==> config.mk <==
export PLATFORM = sky130hd
export DESIGN_NAME = ctmie_exec
export DESIGN_NICKNAME = d
export VERILOG_FILES = /design/src/core/ctmie_pkg.sv /design/src/core/ctmie_opdec.sv /design/src/core/ctmie_cycle_timer.sv /design/src/core/ctmie_exec.sv
export SDC_FILE = /design/constraint.sdc
export NUM_CORES = 1
export LEC_CHECK = 0
export ABC_AREA = 0
export BUFFER_PORTS_ARGS = -buffer_cell sky130_fd_sc_hd__buf_2
export CELL_PAD_IN_SITES_DETAIL_PLACEMENT = 2
export CELL_PAD_IN_SITES_GLOBAL_PLACEMENT = 2
export CORE_MARGIN = 2
export CORE_UTILIZATION = 36
export CTS_CLUSTER_DIAMETER = 60
export DETAILED_ROUTE_END_ITERATION = 12
export PLACE_DENSITY_LB_ADDON = 0.1
export SLEW_MARGIN = 20
export SYNTH_ARGS = -nofsm -noshare
export SYNTH_HDL_FRONTEND = slang
export SYNTH_SLANG_ARGS = --single-unit
==> constraint.sdc <==
create_clock -name ref_clk -period 2 [get_ports ref_clk]
set_input_delay 0.2 -clock ref_clk [delete_from_list [all_inputs] [get_ports ref_clk]]
set_output_delay 0.2 -clock ref_clk [all_outputs]
set_load 0.02 [all_outputs]
==> src/core/ctmie_pkg.sv <==
package ctmie_pkg;

  // Widths of the fields that travel between the decoder, the timer and the top.
  localparam int unsigned OPCODE_W = 8;
  localparam int unsigned BYTES_W  = 2;
  localparam int unsigned CYCLES_W = 4;

  // Longest execution time of any instruction, in system clock cycles.
  localparam logic [CYCLES_W-1:0] MAX_CYCLES = 4'h8;
  // Cycles that a failed conditional branch saves against the taken branch.
  localparam logic [CYCLES_W-1:0] NOT_TAKEN_SAVING = 4'h1;
  // One clock cycle, the shortest instruction and the timer's final step.
  localparam logic [CYCLES_W-1:0] ONE_CYCLE = 4'h1;

  // Bit positions of the status word flags inside the flag-effect mask.
  localparam int unsigned FLAG_CY = 2;
  localparam int unsigned FLAG_AC = 1;
  localparam int unsigned FLAG_OV = 0;

  // The only opcode that the classic instruction set leaves undefined.
  localparam logic [OPCODE_W-1:0] UNDEFINED_OPCODE = 8'hA5;

  // Static properties of one opcode.
  typedef struct packed {
    logic                legal;      // Opcode is defined.
    logic                cond;       // Conditional branch with two timings.
    logic [BYTES_W-1:0]  bytes;      // Program bytes occupied.
    logic [CYCLES_W-1:0] cyc_taken;  // Cycles, or cycles when the branch is taken.
    logic [2:0]          flags;      // Status word flags written: CY, AC, OV.
  } ctmie_decode_t;

  // Record of one finished instruction.
  typedef struct packed {
    logic                valid;      // One-cycle completion pulse.
    logic                illegal;    // Undefined opcode was executed as a no-op.
    logic                taken;      // Branch taken (always 1 for non-conditional).
    logic [OPCODE_W-1:0] opcode;
    logic [BYTES_W-1:0]  bytes;
    logic [CYCLES_W-1:0] cycles;     // Cycles actually spent.
    logic [2:0]          flags;
  } ctmie_retire_t;

endpackage

==> src/core/ctmie_opdec.sv <==
`timescale 1ns/100ps
`default_nettype none

// Pure table lookup from opcode to length, timing and flag effect.
module ctmie_opdec (
  input  wire logic [7:0]              opcode,
  output ctmie_pkg::ctmie_decode_t     dec
);

  // Length and cycle count per opcode; one-byte, one-cycle is the default.
  // register operands default
  always_comb
  begin
    dec           = '0;
    dec.legal     = 1'b1;
    dec.bytes     = 2'd1;
    dec.cyc_taken = 4'h1;
    case (opcode) inside
      // Indirect pointer operands: one byte, two cycles.
      // indirect two cycles
      8'h06, 8'h07, 8'h16, 8'h17, 8'h26, 8'h27, 8'h36, 8'h37, 8'h46, 8'h47,
      8'h56, 8'h57, 8'h66, 8'h67, 8'h96, 8'h97, [8'hC6:8'hC7], [8'hD6:8'hD7],
      [8'hE6:8'hE7], [8'hF6:8'hF7]:
        dec.cyc_taken = 4'h2;
      // Direct, immediate and bit operands: two bytes, two cycles.
      // bytes equal cycles
      8'h05, 8'h15, 8'h25, 8'h35, 8'h45, 8'h55, 8'h65, 8'h95, 8'hC5, 8'hE5, 8'hF5,
      8'h24, 8'h34, 8'h44, 8'h54, 8'h64, 8'h74, 8'h94,
      8'h42, 8'h52, 8'h62, 8'h72, 8'h82, 8'h92, 8'hA2, 8'hB2, 8'hC2, 8'hD2,
      8'hA0, 8'hB0, 8'hC0, 8'hD0, [8'h76:8'h7F], [8'h86:8'h8F], [8'hA6:8'hAF]:
      begin
        dec.bytes     = 2'd2;
        dec.cyc_taken = 4'h2;
      end
      // Three bytes, three cycles.
      // direct immediate three
      8'h43, 8'h53, 8'h63, 8'h75, 8'h85, 8'h90:
      begin
        dec.bytes     = 2'd3;
        dec.cyc_taken = 4'h3;
      end
      // Code and external data moves, indirect jump: one byte, three cycles.
      8'h73, 8'h83, 8'h93, 8'hE0, [8'hE2:8'hE3], 8'hF0, [8'hF2:8'hF3]:
        dec.cyc_taken = 4'h3;
      // Absolute jumps and calls, short jump: two bytes, three cycles.
      8'h01, 8'h11, 8'h21, 8'h31, 8'h41, 8'h51, 8'h61, 8'h71,
      8'h81, 8'h91, 8'hA1, 8'hB1, 8'hC1, 8'hD1, 8'hE1, 8'hF1, 8'h80:
      begin
        dec.bytes     = 2'd2;
        dec.cyc_taken = 4'h3;
      end
      // Long jump and long call.
      8'h02, 8'h12:
      begin
        dec.bytes     = 2'd3;
        dec.cyc_taken = 4'h4;
      end
      // Returns.
      8'h22, 8'h32:
        dec.cyc_taken = 4'h5;
      // Multiply and divide.
      // longest is eight
      8'hA4:
        dec.cyc_taken = 4'h4;
      8'h84:
        dec.cyc_taken = 4'h8;
      // Conditional branches of two bytes: 2 not taken, 3 taken.
      // taken branch timing
      8'h40, 8'h50, 8'h60, 8'h70, [8'hD8:8'hDF]:
      begin
        dec.cond      = 1'b1;
        dec.bytes     = 2'd2;
        dec.cyc_taken = 4'h3;
      end
      // Conditional branches of three bytes: 3 not taken, 4 taken.
      8'h10, 8'h20, 8'h30, 8'hB4, [8'hB8:8'hBF], 8'hD5:
      begin
        dec.cond      = 1'b1;
        dec.bytes     = 2'd3;
        dec.cyc_taken = 4'h4;
      end
      // Compares that read memory: 4 not taken, 5 taken.
      [8'hB5:8'hB7]:
      begin
        dec.cond      = 1'b1;
        dec.bytes     = 2'd3;
        dec.cyc_taken = 4'h5;
      end
      ctmie_pkg::UNDEFINED_OPCODE:
        dec.legal = 1'b0;
      default:
        dec.legal = 1'b1;
    endcase
    // Status word flags written by each opcode, as in the classic set.
    if (opcode inside {[8'h24:8'h2F], [8'h34:8'h3F], [8'h94:8'h9F]})
      dec.flags = 3'b111;
    else if (opcode inside {8'h84, 8'hA4})
      dec.flags = 3'b101;
    else if (opcode inside {8'hD4, 8'h13, 8'h33, [8'hB3:8'hBF], 8'hC3, 8'hD3,
                            8'h72, 8'h82, 8'hA0, 8'hB0, 8'hA2})
      dec.flags = 3'b100;
    else
      dec.flags = 3'b000;
  end

endmodule

`default_nettype wire

==> src/core/ctmie_cycle_timer.sv <==
`timescale 1ns/100ps
`default_nettype none

// Counts the cycles an instruction still owns after its first one.
module ctmie_cycle_timer #(
  parameter int unsigned CYCLES_W = 4
) (
  input  wire logic                ref_clk,
  input  wire logic                resetn,
  input  wire logic                load,
  input  wire logic [CYCLES_W-1:0] load_cycles,
  output logic                     idle_q,
  output logic                     last
);

  logic [CYCLES_W-1:0] remain_q;
  logic [CYCLES_W-1:0] remain_d;

  // A load covers the current cycle, so the count left is one less.
  always_comb
  begin
    if (load)
      remain_d = load_cycles - CYCLES_W'(1);
    else if (remain_q != '0)
      remain_d = remain_q - CYCLES_W'(1);
    else
      remain_d = remain_q;
  end

  // Final cycle of the running instruction, or a one-cycle one just issued.
  assign last = load ? (load_cycles == CYCLES_W'(1)) : (remain_q == CYCLES_W'(1));

  always_ff @(posedge ref_clk or negedge resetn)
  begin
    if (!resetn)
      remain_q <= '0;
    else
      remain_q <= remain_d;
  end

  // Idle is registered from the next count so the top can use it as an output.
  always_ff @(posedge ref_clk or negedge resetn)
  begin
    if (!resetn)
      idle_q <= 1'b1;
    else
      idle_q <= (remain_d == '0);
  end

endmodule

`default_nettype wire

==> src/core/ctmie_exec.sv <==
// Behaviour
// - Decode opcodes, modes and flags as classic
// - Time everything in plain system clocks
// - Most instructions: cycles equal program bytes
// - Failed conditional branch finishes one cycle sooner
// - At most eight cycles; most take one or two
// - Accumulator with working register: 1 byte, 1 cycle
// - Indirect pointer operand: 1 byte, 2 cycles
// - Immediate or direct to accumulator: 2, 2
// - Immediate into direct byte: 3 bytes, 3
// - Accumulator into direct byte: 2 bytes, 2
// - All 109 instructions have a clock count
`timescale 1ns/100ps
`default_nettype none

// Instruction issue and cycle timing of the core, which runs one instruction at a time.
module ctmie_exec #(
  parameter int unsigned MAX_CYCLES = 8
) (
  input  wire logic                    ref_clk,
  input  wire logic                    resetn,
  input  wire logic                    issue_valid,
  input  wire logic [7:0]              issue_opcode,
  input  wire logic                    branch_cond,
  output logic                         issue_ready_q,
  output ctmie_pkg::ctmie_retire_t     retire_q
);

  // The timer and the retire record are four bits wide; wider waits cannot fit.
  if (MAX_CYCLES < 1 || MAX_CYCLES > 15)
    $error("ctmie_exec: MAX_CYCLES must lie between 1 and 15");

  ctmie_pkg::ctmie_decode_t dec;
  ctmie_pkg::ctmie_retire_t pend_q;
  ctmie_pkg::ctmie_retire_t issue_rec;
  logic                     issue_fire;
  logic                     timer_idle_q;
  logic                     timer_last;
  logic                     taken;
  logic [3:0]               eff_cycles;

  ctmie_opdec u_opdec (
    .opcode (issue_opcode),
    .dec    (dec)
  );

  assign issue_fire = issue_valid && issue_ready_q;

  // A non-conditional instruction counts as taken so its record reads uniformly.
  assign taken = !dec.cond || branch_cond;

  always_comb
  begin
    if (!dec.legal)
      eff_cycles = ctmie_pkg::ONE_CYCLE;
    else if (dec.cond && !branch_cond)
      eff_cycles = dec.cyc_taken - ctmie_pkg::NOT_TAKEN_SAVING;
    else
      eff_cycles = dec.cyc_taken;
  end

  // Record of the instruction being issued, held until it completes.
  always_comb
  begin
    issue_rec         = '0;
    issue_rec.valid   = 1'b1;
    issue_rec.illegal = !dec.legal;
    issue_rec.taken   = taken;
    issue_rec.opcode  = issue_opcode;
    issue_rec.bytes   = dec.bytes;
    issue_rec.cycles  = eff_cycles;
    issue_rec.flags   = dec.legal ? dec.flags : 3'b000;
  end

  ctmie_cycle_timer #(
    .CYCLES_W (ctmie_pkg::CYCLES_W)
  ) u_timer (
    .ref_clk     (ref_clk),
    .resetn      (resetn),
    .load        (issue_fire),
    .load_cycles (eff_cycles),
    .idle_q      (timer_idle_q),
    .last        (timer_last)
  );

  // The ready output is the timer's own flop, so there is no extra latency.
  assign issue_ready_q = timer_idle_q;

  // Keep the record of a multi-cycle instruction until its final cycle.
  always_ff @(posedge ref_clk or negedge resetn)
  begin
    if (!resetn)
      pend_q <= '0;
    else if (issue_fire)
      pend_q <= issue_rec;
  end

  // Completion pulse in the cycle after the last cycle of the instruction.
  always_ff @(posedge ref_clk or negedge resetn)
  begin
    if (!resetn)
      retire_q <= '0;
    else if (issue_fire && timer_last)
      retire_q <= issue_rec;
    else if (timer_last)
      retire_q <= pend_q;
    else
      retire_q <= '0;
  end

  // Helper: cycles since the last issue, read only by the checks below.
  logic [3:0] since_issue_q;

  always_ff @(posedge ref_clk or negedge resetn)
  begin
    if (!resetn)
      since_issue_q <= '0;
    else if (issue_fire)
      since_issue_q <= 4'h1;
    else if (since_issue_q != 4'hF)
      since_issue_q <= since_issue_q + 4'h1;
  end
endmodule

`default_nettype wire

==> flow_summary_export.csv, run 1 <==
group,metric,value,unit
finish,synthToLayoutAreaGrowth,53.7,%
pwr,power.density,940,nW/um^2
finish,drive_gt1_share,49.7,%
synthesis,async_flop_share,100,%
setup_path,critPathLaunchType,"primary input",
setup_path,worstSetupPathType,"primary input to flip-flop",
sta,setup_slack,-1.25,ns
drt,dr.pass1.iters,5,
global_routing,grt_usage,32.2,%
sta,rsz0062_at_grt,"true",
synthesis,syn_area_per_cell,9.49,um^2
sta,worst_slew_pin_slew,0.677,ns
global_routing,grt_max_degree,24,
synthesis,synth_cell_types,69,
finish,fin_nets,407,
min_path,min_from,"issue_opcode[6]",
sta,post-route-period-util,162,%
die,coreArea,7180,um^2
finish,design_area,4070,um^2
outcome,failed_checks,"setup timing",
run,drv_cap,0,
finish,nFillCells,712,
clock_tree,cts-root-buf,"clkbuf_8",
clock_tree,cts_tree,"done",
sta,fmax,308,MHz
drt,dr_total_vias,2949,
synthesis,yosysWarnings,0,
finish,utilization,56.7,%
finish,layout.cells.non_filler,489,
clock_tree,clk_pin_slew_worst_paths,0.11,ns
synthesis,synth_area,2650,um^2
place,post_dp_cell_area,3460,um^2
sta,max_slew_margin,54.5,%
sta,final.setup.tns,-26.59,ns
min_path,hold_path.class,"primary input to flip-flop",
place,dp_hpwl,7370,um
place,io_buffers,32,
pwr,p_total,3.83,mW
clock_tree,cts_buffer_depth,2,
setup_path,r2r_start,"u_timer.idle_q",
drt,drtIter0Drc,166,
synthesis,syn_inst,279,
global_routing,gr-total-overflow,0,
place,gp_congestion,0.896,
outcome,status,"finished with violations",
global_routing,grt_pass1_vias,3189,
synthesis,synth_ff_type,"dfrtp_1",
synthesis,synth_nets,297,
global_routing,antenna_found_initial,0,
sta,finalClockSkew,0.0112,ns
die,ios,33,
die,placementRows,31,
setup_path,cp_data_arrival_time,3.47,ns
clock_tree,cts_buffers,5,
sta,period_minus_slack,3.25,ns
die,fp.dieW,89.8,um
drt,drc_errors,0,
sta,holdWs,0.305,ns
setup_path,critPathRequiredTime,2.22,ns
sta,hold_viol_final,0,
sta,setup_viol,28,
die,die_h,89.8,um
clock_tree,clock-sinks,45,
pwr,leakage,1.95,nW
clock_tree,worstSkewPairLatency,0.32,ns
die,start_util,36.9,%
synthesis,synth-seq-cells,45,
clock_tree,cts_htree_levels,2,
die,die-area,8060,um^2
synthesis,synth_edf_count,0,
global_routing,grt_pass1_wl,19600,um
setup_path,end_kind,"flip-flop",
finish,diodes,0,
sta,drv_slew,0,
drt,antenna_left,0,
drt,routed_wl,15300,um
pwr,vdd_drop_max,0.452,mV
setup_path,startpoint,"issue_opcode[6]",
setup_path,path_max_fanout,10,
synthesis,yosysSeqAreaShare,42.6,%
drt,via_per_inst,6.03,
place,place_ws,-1.46,ns
place,dp_cells,467,
drt,wire_per_inst,31.3,um
synthesized netlist by cell type (2+ instances only):
cell type	instances	area (um^2)
o21ai_2	2	17.5
nor2b_1	5	31.3
and2_1	5	31.3
dfrtp_1	44	1100
buf_2	10	50.1
a41o_1	2	20.0
a2111oi_4	2	55.1
nand3_1	14	70.1
ha_1	6	75.1
nor2_2	2	12.5
o22ai_1	2	12.5
a21oi_1	8	40.0
mux2_2	2	22.5
nor2_1	8	30.0
nor3_1	7	35.0
clkbuf_1	8	30.0
and3_1	5	31.3
nor4bb_1	3	30.0
o21ai_0	18	90.1
nand2_1	47	176
o21ai_1	5	25.0
nor4b_1	2	17.5
o31ai_1	2	15.0
nor3_2	2	20.0
inv_1	8	30.0
nand3b_1	2	15.0
a32o_1	7	70.1
xor2_1	3	26.3
a22oi_1	2	15.0
nand4_1	2	12.5
nand2b_1	2	12.5
a22o_1	5	43.8
layer usage:
layer | GRT usage, % | part of all wire (%)
met1 | 37.8 | 39
met2 | 57.5 | 50
met3 | 5.20 | 5.5
met4 | 15.4 | 5.8
met5 | 0 | 0
critical path, cell delays in order:
cell	delay (ns)
buf_8	0.10
buf_8	0.15
nor4b_2	0.08
buf_4	0.16
o21ai_0	0.39
nor4bb_2	0.49
and2_1	0.24
nor2b_4	0.18
ha_4	0.16
inv_4	0.04
a311oi_4	0.25
nand2_1	0.14
o2bb2ai_4	0.26
xor2_2	0.22
o21ai_2	0.13
a2111oi_4	0.27
cell families after synthesis:
logic type	Yosys count	synth area share, %
AND/OR/NAND/NOR	120	25.0
flip-flops	45	42.6
multiplexers	2	0.850
XOR/XNOR	5	1.94
AO/OA/AOI/OAI	71	21.6
buffers and inverters	30	5.24
adder cells (fa/ha/maj)	6	2.83
placed cells by master (no fill, tap or decap), types with 3 or more instances in the layout:
cell / instances
nor2b_1: 4
buf_2: 24
o21ai_2: 12
clkbuf_8: 5
ha_1: 3
nand2_2: 4
o21ai_0: 8
dfrtp_1: 44
nand2_1: 44
nor2_2: 3
a32o_1: 7
and2_1: 4
nand3_1: 12
nor2_1: 7
inv_1: 7
buf_6: 17
nor3_1: 6
and3_1: 3
buf_8: 5
o21ai_1: 5
buf_4: 75
a21oi_1: 4
a22o_1: 4
flip-flops by register name, summed over array words and instances (netlist names):
register,count
pend_q,20
u_timer.idle_q,1
u_timer.remain_q,4
retire_q,20
where the power goes:
group	total [mW]	internal (mW)	switching, mW
registers	1.40	1.18	0.211
clock network	0.668	0.265	0.403
logic	1.76	0.672	1.09
layout make-up:
cell class / instances / area [um^2] / share of cell area [%]
multi-input combinational: 205 / 1700 / 41.8
sequential: 45 / 1130 / 27.7
timing repair buffer: 123 / 980 / 24.1
tap: 99 / 124 / 3.04
clock buffer: 5 / 68.8 / 1.69
inverter: 9 / 38.8 / 0.953
clock inverter: 3 / 28.8 / 0.707
timing repair:
action / 4_1_cts / 5_1_grt
endpoints found under the hold margin: 16 / 0
pin swaps: 19 / 13
cloned: 0 / 1
hold buffers: 1 / 0
resized for setup: 55 / 44
setup buffers: 8 / 8
endpoints found under the setup margin: 28 / 28
final timing paths:
check                                 end  cells past startpoint  slack (ns)
min in group asynchronous     retire_q[4]                      2        0.33
hold reg to reg                pend_q[11]                      2        0.53
hold / removal                 pend_q[15]                      4        0.30
max in group asynchronous      pend_q[11]                      3        1.02
setup reg to reg             retire_q[11]                      4       -0.06
setup / recovery           u_timer.idle_q                     16       -1.25
Power figures use the tool's default switching activity.
==> run 2: changes to the inputs <==
CORE_UTILIZATION = 39   (was 36)
GPL_TIMING_DRIVEN = 0   (was unset)
clock period = 4.09 ns   (was 2 ns; I/O delays follow)
==> flow_summary_export.csv, run 2 (synthesized netlist as in run 1, its figures left out) <==
group,metric,value,unit
finish,synthToLayoutAreaGrowth,13.1,%
setup_path,worstSetupPathType,"primary input to flip-flop",
sta,finalClockSkew,0.00817,ns
finish,drive_gt1_share,23.6,%
min_path,hold_path.class,"primary input to async pin",
pwr,pwr-share-comb,36.5,%
setup_path,path_max_fanout,10,
drt,dr_total_vias,2351,
pwr,p_int,0.898,mW
setup_path,critPathRequiredTime,4.29,ns
die,die-area,7470,um^2
pwr,vdd_drop_max,0.241,mV
drt,drc_errors,0,
setup_path,critPathLaunchType,"primary input",
pwr,clkPwrFrac,19.3,%
die,fp.dieW,86.4,um
setup_path,max_stage_delay,0.45,ns
finish,nFillCells,749,
pwr,p_switching,0.572,mW
clock_tree,cts_tree,"done",
sta,rsz0062_at_grt,"false",
clock_tree,cts_buffers,5,
setup_path,r2r_cells,5,
setup_path,end_kind,"flip-flop",
finish,final_cell_mix,"nand2_1, dfrtp_1, buf_2, o21ai_0, nand3_1",
finish,regArea,1130,um^2
sta,post-route-period-util,92.6,%
drt,wire_per_inst,20.3,um
global_routing,grt_max_degree,46,
clock_tree,cts_buffer_depth,2,
place,dp_hpwl,6120,um
global_routing,antenna_found_initial,0,
pwr,p_total,1.47,mW
clock_tree,clock-sinks,45,
setup_path,r2r-end,"pend_q[17]",
pwr,power.density,490,nW/um^2
finish,diodes,0,
drt,drtIter0Drc,107,
global_routing,grt_usage,22.6,%
clock_tree,worstSkewPairLatency,0.30,ns
sta,hold_viol_final,0,
clock_tree,post_cts.repair.setup_buffers,0,
die,die_h,86.4,um
global_routing,grt_pass1_vias,2465,
clock_tree,ctsHoldBuffers,0,
setup_path,crit_slowest_cell,"nand3_1",
place,io_buffers,31,
finish,final_common_cell,"nand2_1",
finish,reg_top3,"pend_q: 20 flops, retire_q: 20 flops, u_timer.remain_q: 4 flops",
clock_tree,cts-root-buf,"clkbuf_8",
setup_path,r2r_slack,2.06,ns
setup_path,path_cells,"buf_2, buf_2, and4b_1, o21a_1, a2111o_1, nor4bb_1, and2_1, nor2b_1, ha_1, inv_1, a311oi_1, nand2_1, o2bb2ai_2, nand3_1, o21ai_0",
global_routing,grt_pass1_wl,13100,um
sta,drv_slew,0,
sta,fmax,264,MHz
place,gp_congestion,0.837,
drt,antenna_left,0,
finish,multiInputGateArea,1380,um^2
outcome,status,"completed",
sta,setup_viol,0,
drt,via_per_inst,5.91,
sta,max_slew_margin,25.1,%
sta,final.setup.tns,0,ns
global_routing,gr-total-overflow,0,
setup_path,r2r_start,"u_timer.idle_q",
pwr,p_seq_share,44.1,%
setup_path,cp_data_arrival_time,3.99,ns
pwr,leakage,1.42,nW
setup_path,cpMostUsedCell,"buf_2",
drt,routed_wl,8070,um
sta,worst_slew_pin_slew,1.11,ns
pwr,swShare,38.9,%
die,ios,33,
clock_tree,clk_pin_slew_worst_paths,0.09,ns
finish,fin_nets,335,
drt,dr.pass1.iters,4,
die,coreArea,6680,um^2
clock_tree,cts_resized,0,
clock_tree,cts_htree_levels,2,
die,start_util,39.6,%
die,placementRows,30,
sta,period_minus_slack,3.79,ns
run,drv_cap,0,
## run 2: cell count changes in the layout (fill, tap and decap cells not counted), moves of 4 or more
| cell | before | now |
|---|---|---|
| buf_8 | 5 | 0 |
| o21ai_0 | 8 | 18 |
| buf_6 | 17 | 1 |
| a21oi_1 | 4 | 8 |
| o21ai_2 | 12 | 2 |
| buf_2 | 24 | 40 |
| clkbuf_1 | 0 | 8 |
| buf_4 | 75 | 2 |
## run 2: power by group through the flow
stage | Clock (mW) | Sequential (mW) | Combinational, mW
2_1_floorplan | 0 | 0.683 | 0.343
3_3_place_gp | 0 | 0.647 | 0.518
3_5_place_dp | 0 | 0.659 | 0.541
4_1_cts | 0.295 | 0.650 | 0.544
5_1_grt | 0.310 | 0.666 | 0.602
6_report | 0.284 | 0.648 | 0.537
## run 2: worst max-delay path, delay by kind of cell
family / cells / cell delay, ns
buffers and inverters: 3 / 0.32
and+or+nand+nor: 6 / 1.53
adders and majority gates: 1 / 0.17
AOI/OAI and AO/OA: 5 / 1.56
## run 2: area by class of cell
type | count | area share (%)
Buffer | 21 | 3.42
Timing Repair Buffer | 31 | 5.26
Clock buffer | 5 | 2.30
Clock inverter | 3 | 0.710
Tap cell | 80 | 3.34
Inverter | 9 | 1.21
Sequential cell | 45 | 37.6
Multi-Input combinational cell | 204 | 46.1
## run 2: worst max-delay path by stage
stage / slack (ns) / depth (start not counted) / to / start
2_1_floorplan: 0.78 / 15 / u_timer.idle_q / issue_opcode[5]
3_3_place_gp: 0.12 / 15 / retire_q[17] / issue_opcode[5]
3_5_place_dp: 0.007 / 15 / retire_q[9] / issue_opcode[5]
4_1_cts: 0.31 / 15 / retire_q[9] / issue_opcode[5]
5_1_grt: 0.07 / 15 / retire_q[17] / issue_opcode[5]
6_report: 0.30 / 15 / retire_q[9] / issue_opcode[5]
## run 2: per-stage QoR
step,instance area [um^2],std cells,hold WS (ns),util (%),setup WS [ns]
floorplan,2650,279,0.113,-,0.779
global placement,2900,390,0.450,43.5,0.125
detailed placement,2900,390,0.458,43.5,0.00702
CTS,2990,398,0.311,44.8,0.314
global route,3000,398,0.146,44.9,0.0655
finish,3000,398,0.0970,44.9,0.303
## run 2: per-layer routing
metal,up-vias,wire (um),part of all wire [%],track usage (%)
met2,43,3960,49,37.6
met5,-,0,0,0
li1,1082,-,-,-
met4,0,76,0.94,4.69
met1,1217,3820,47,31.8
met3,9,208,2.6,2.67
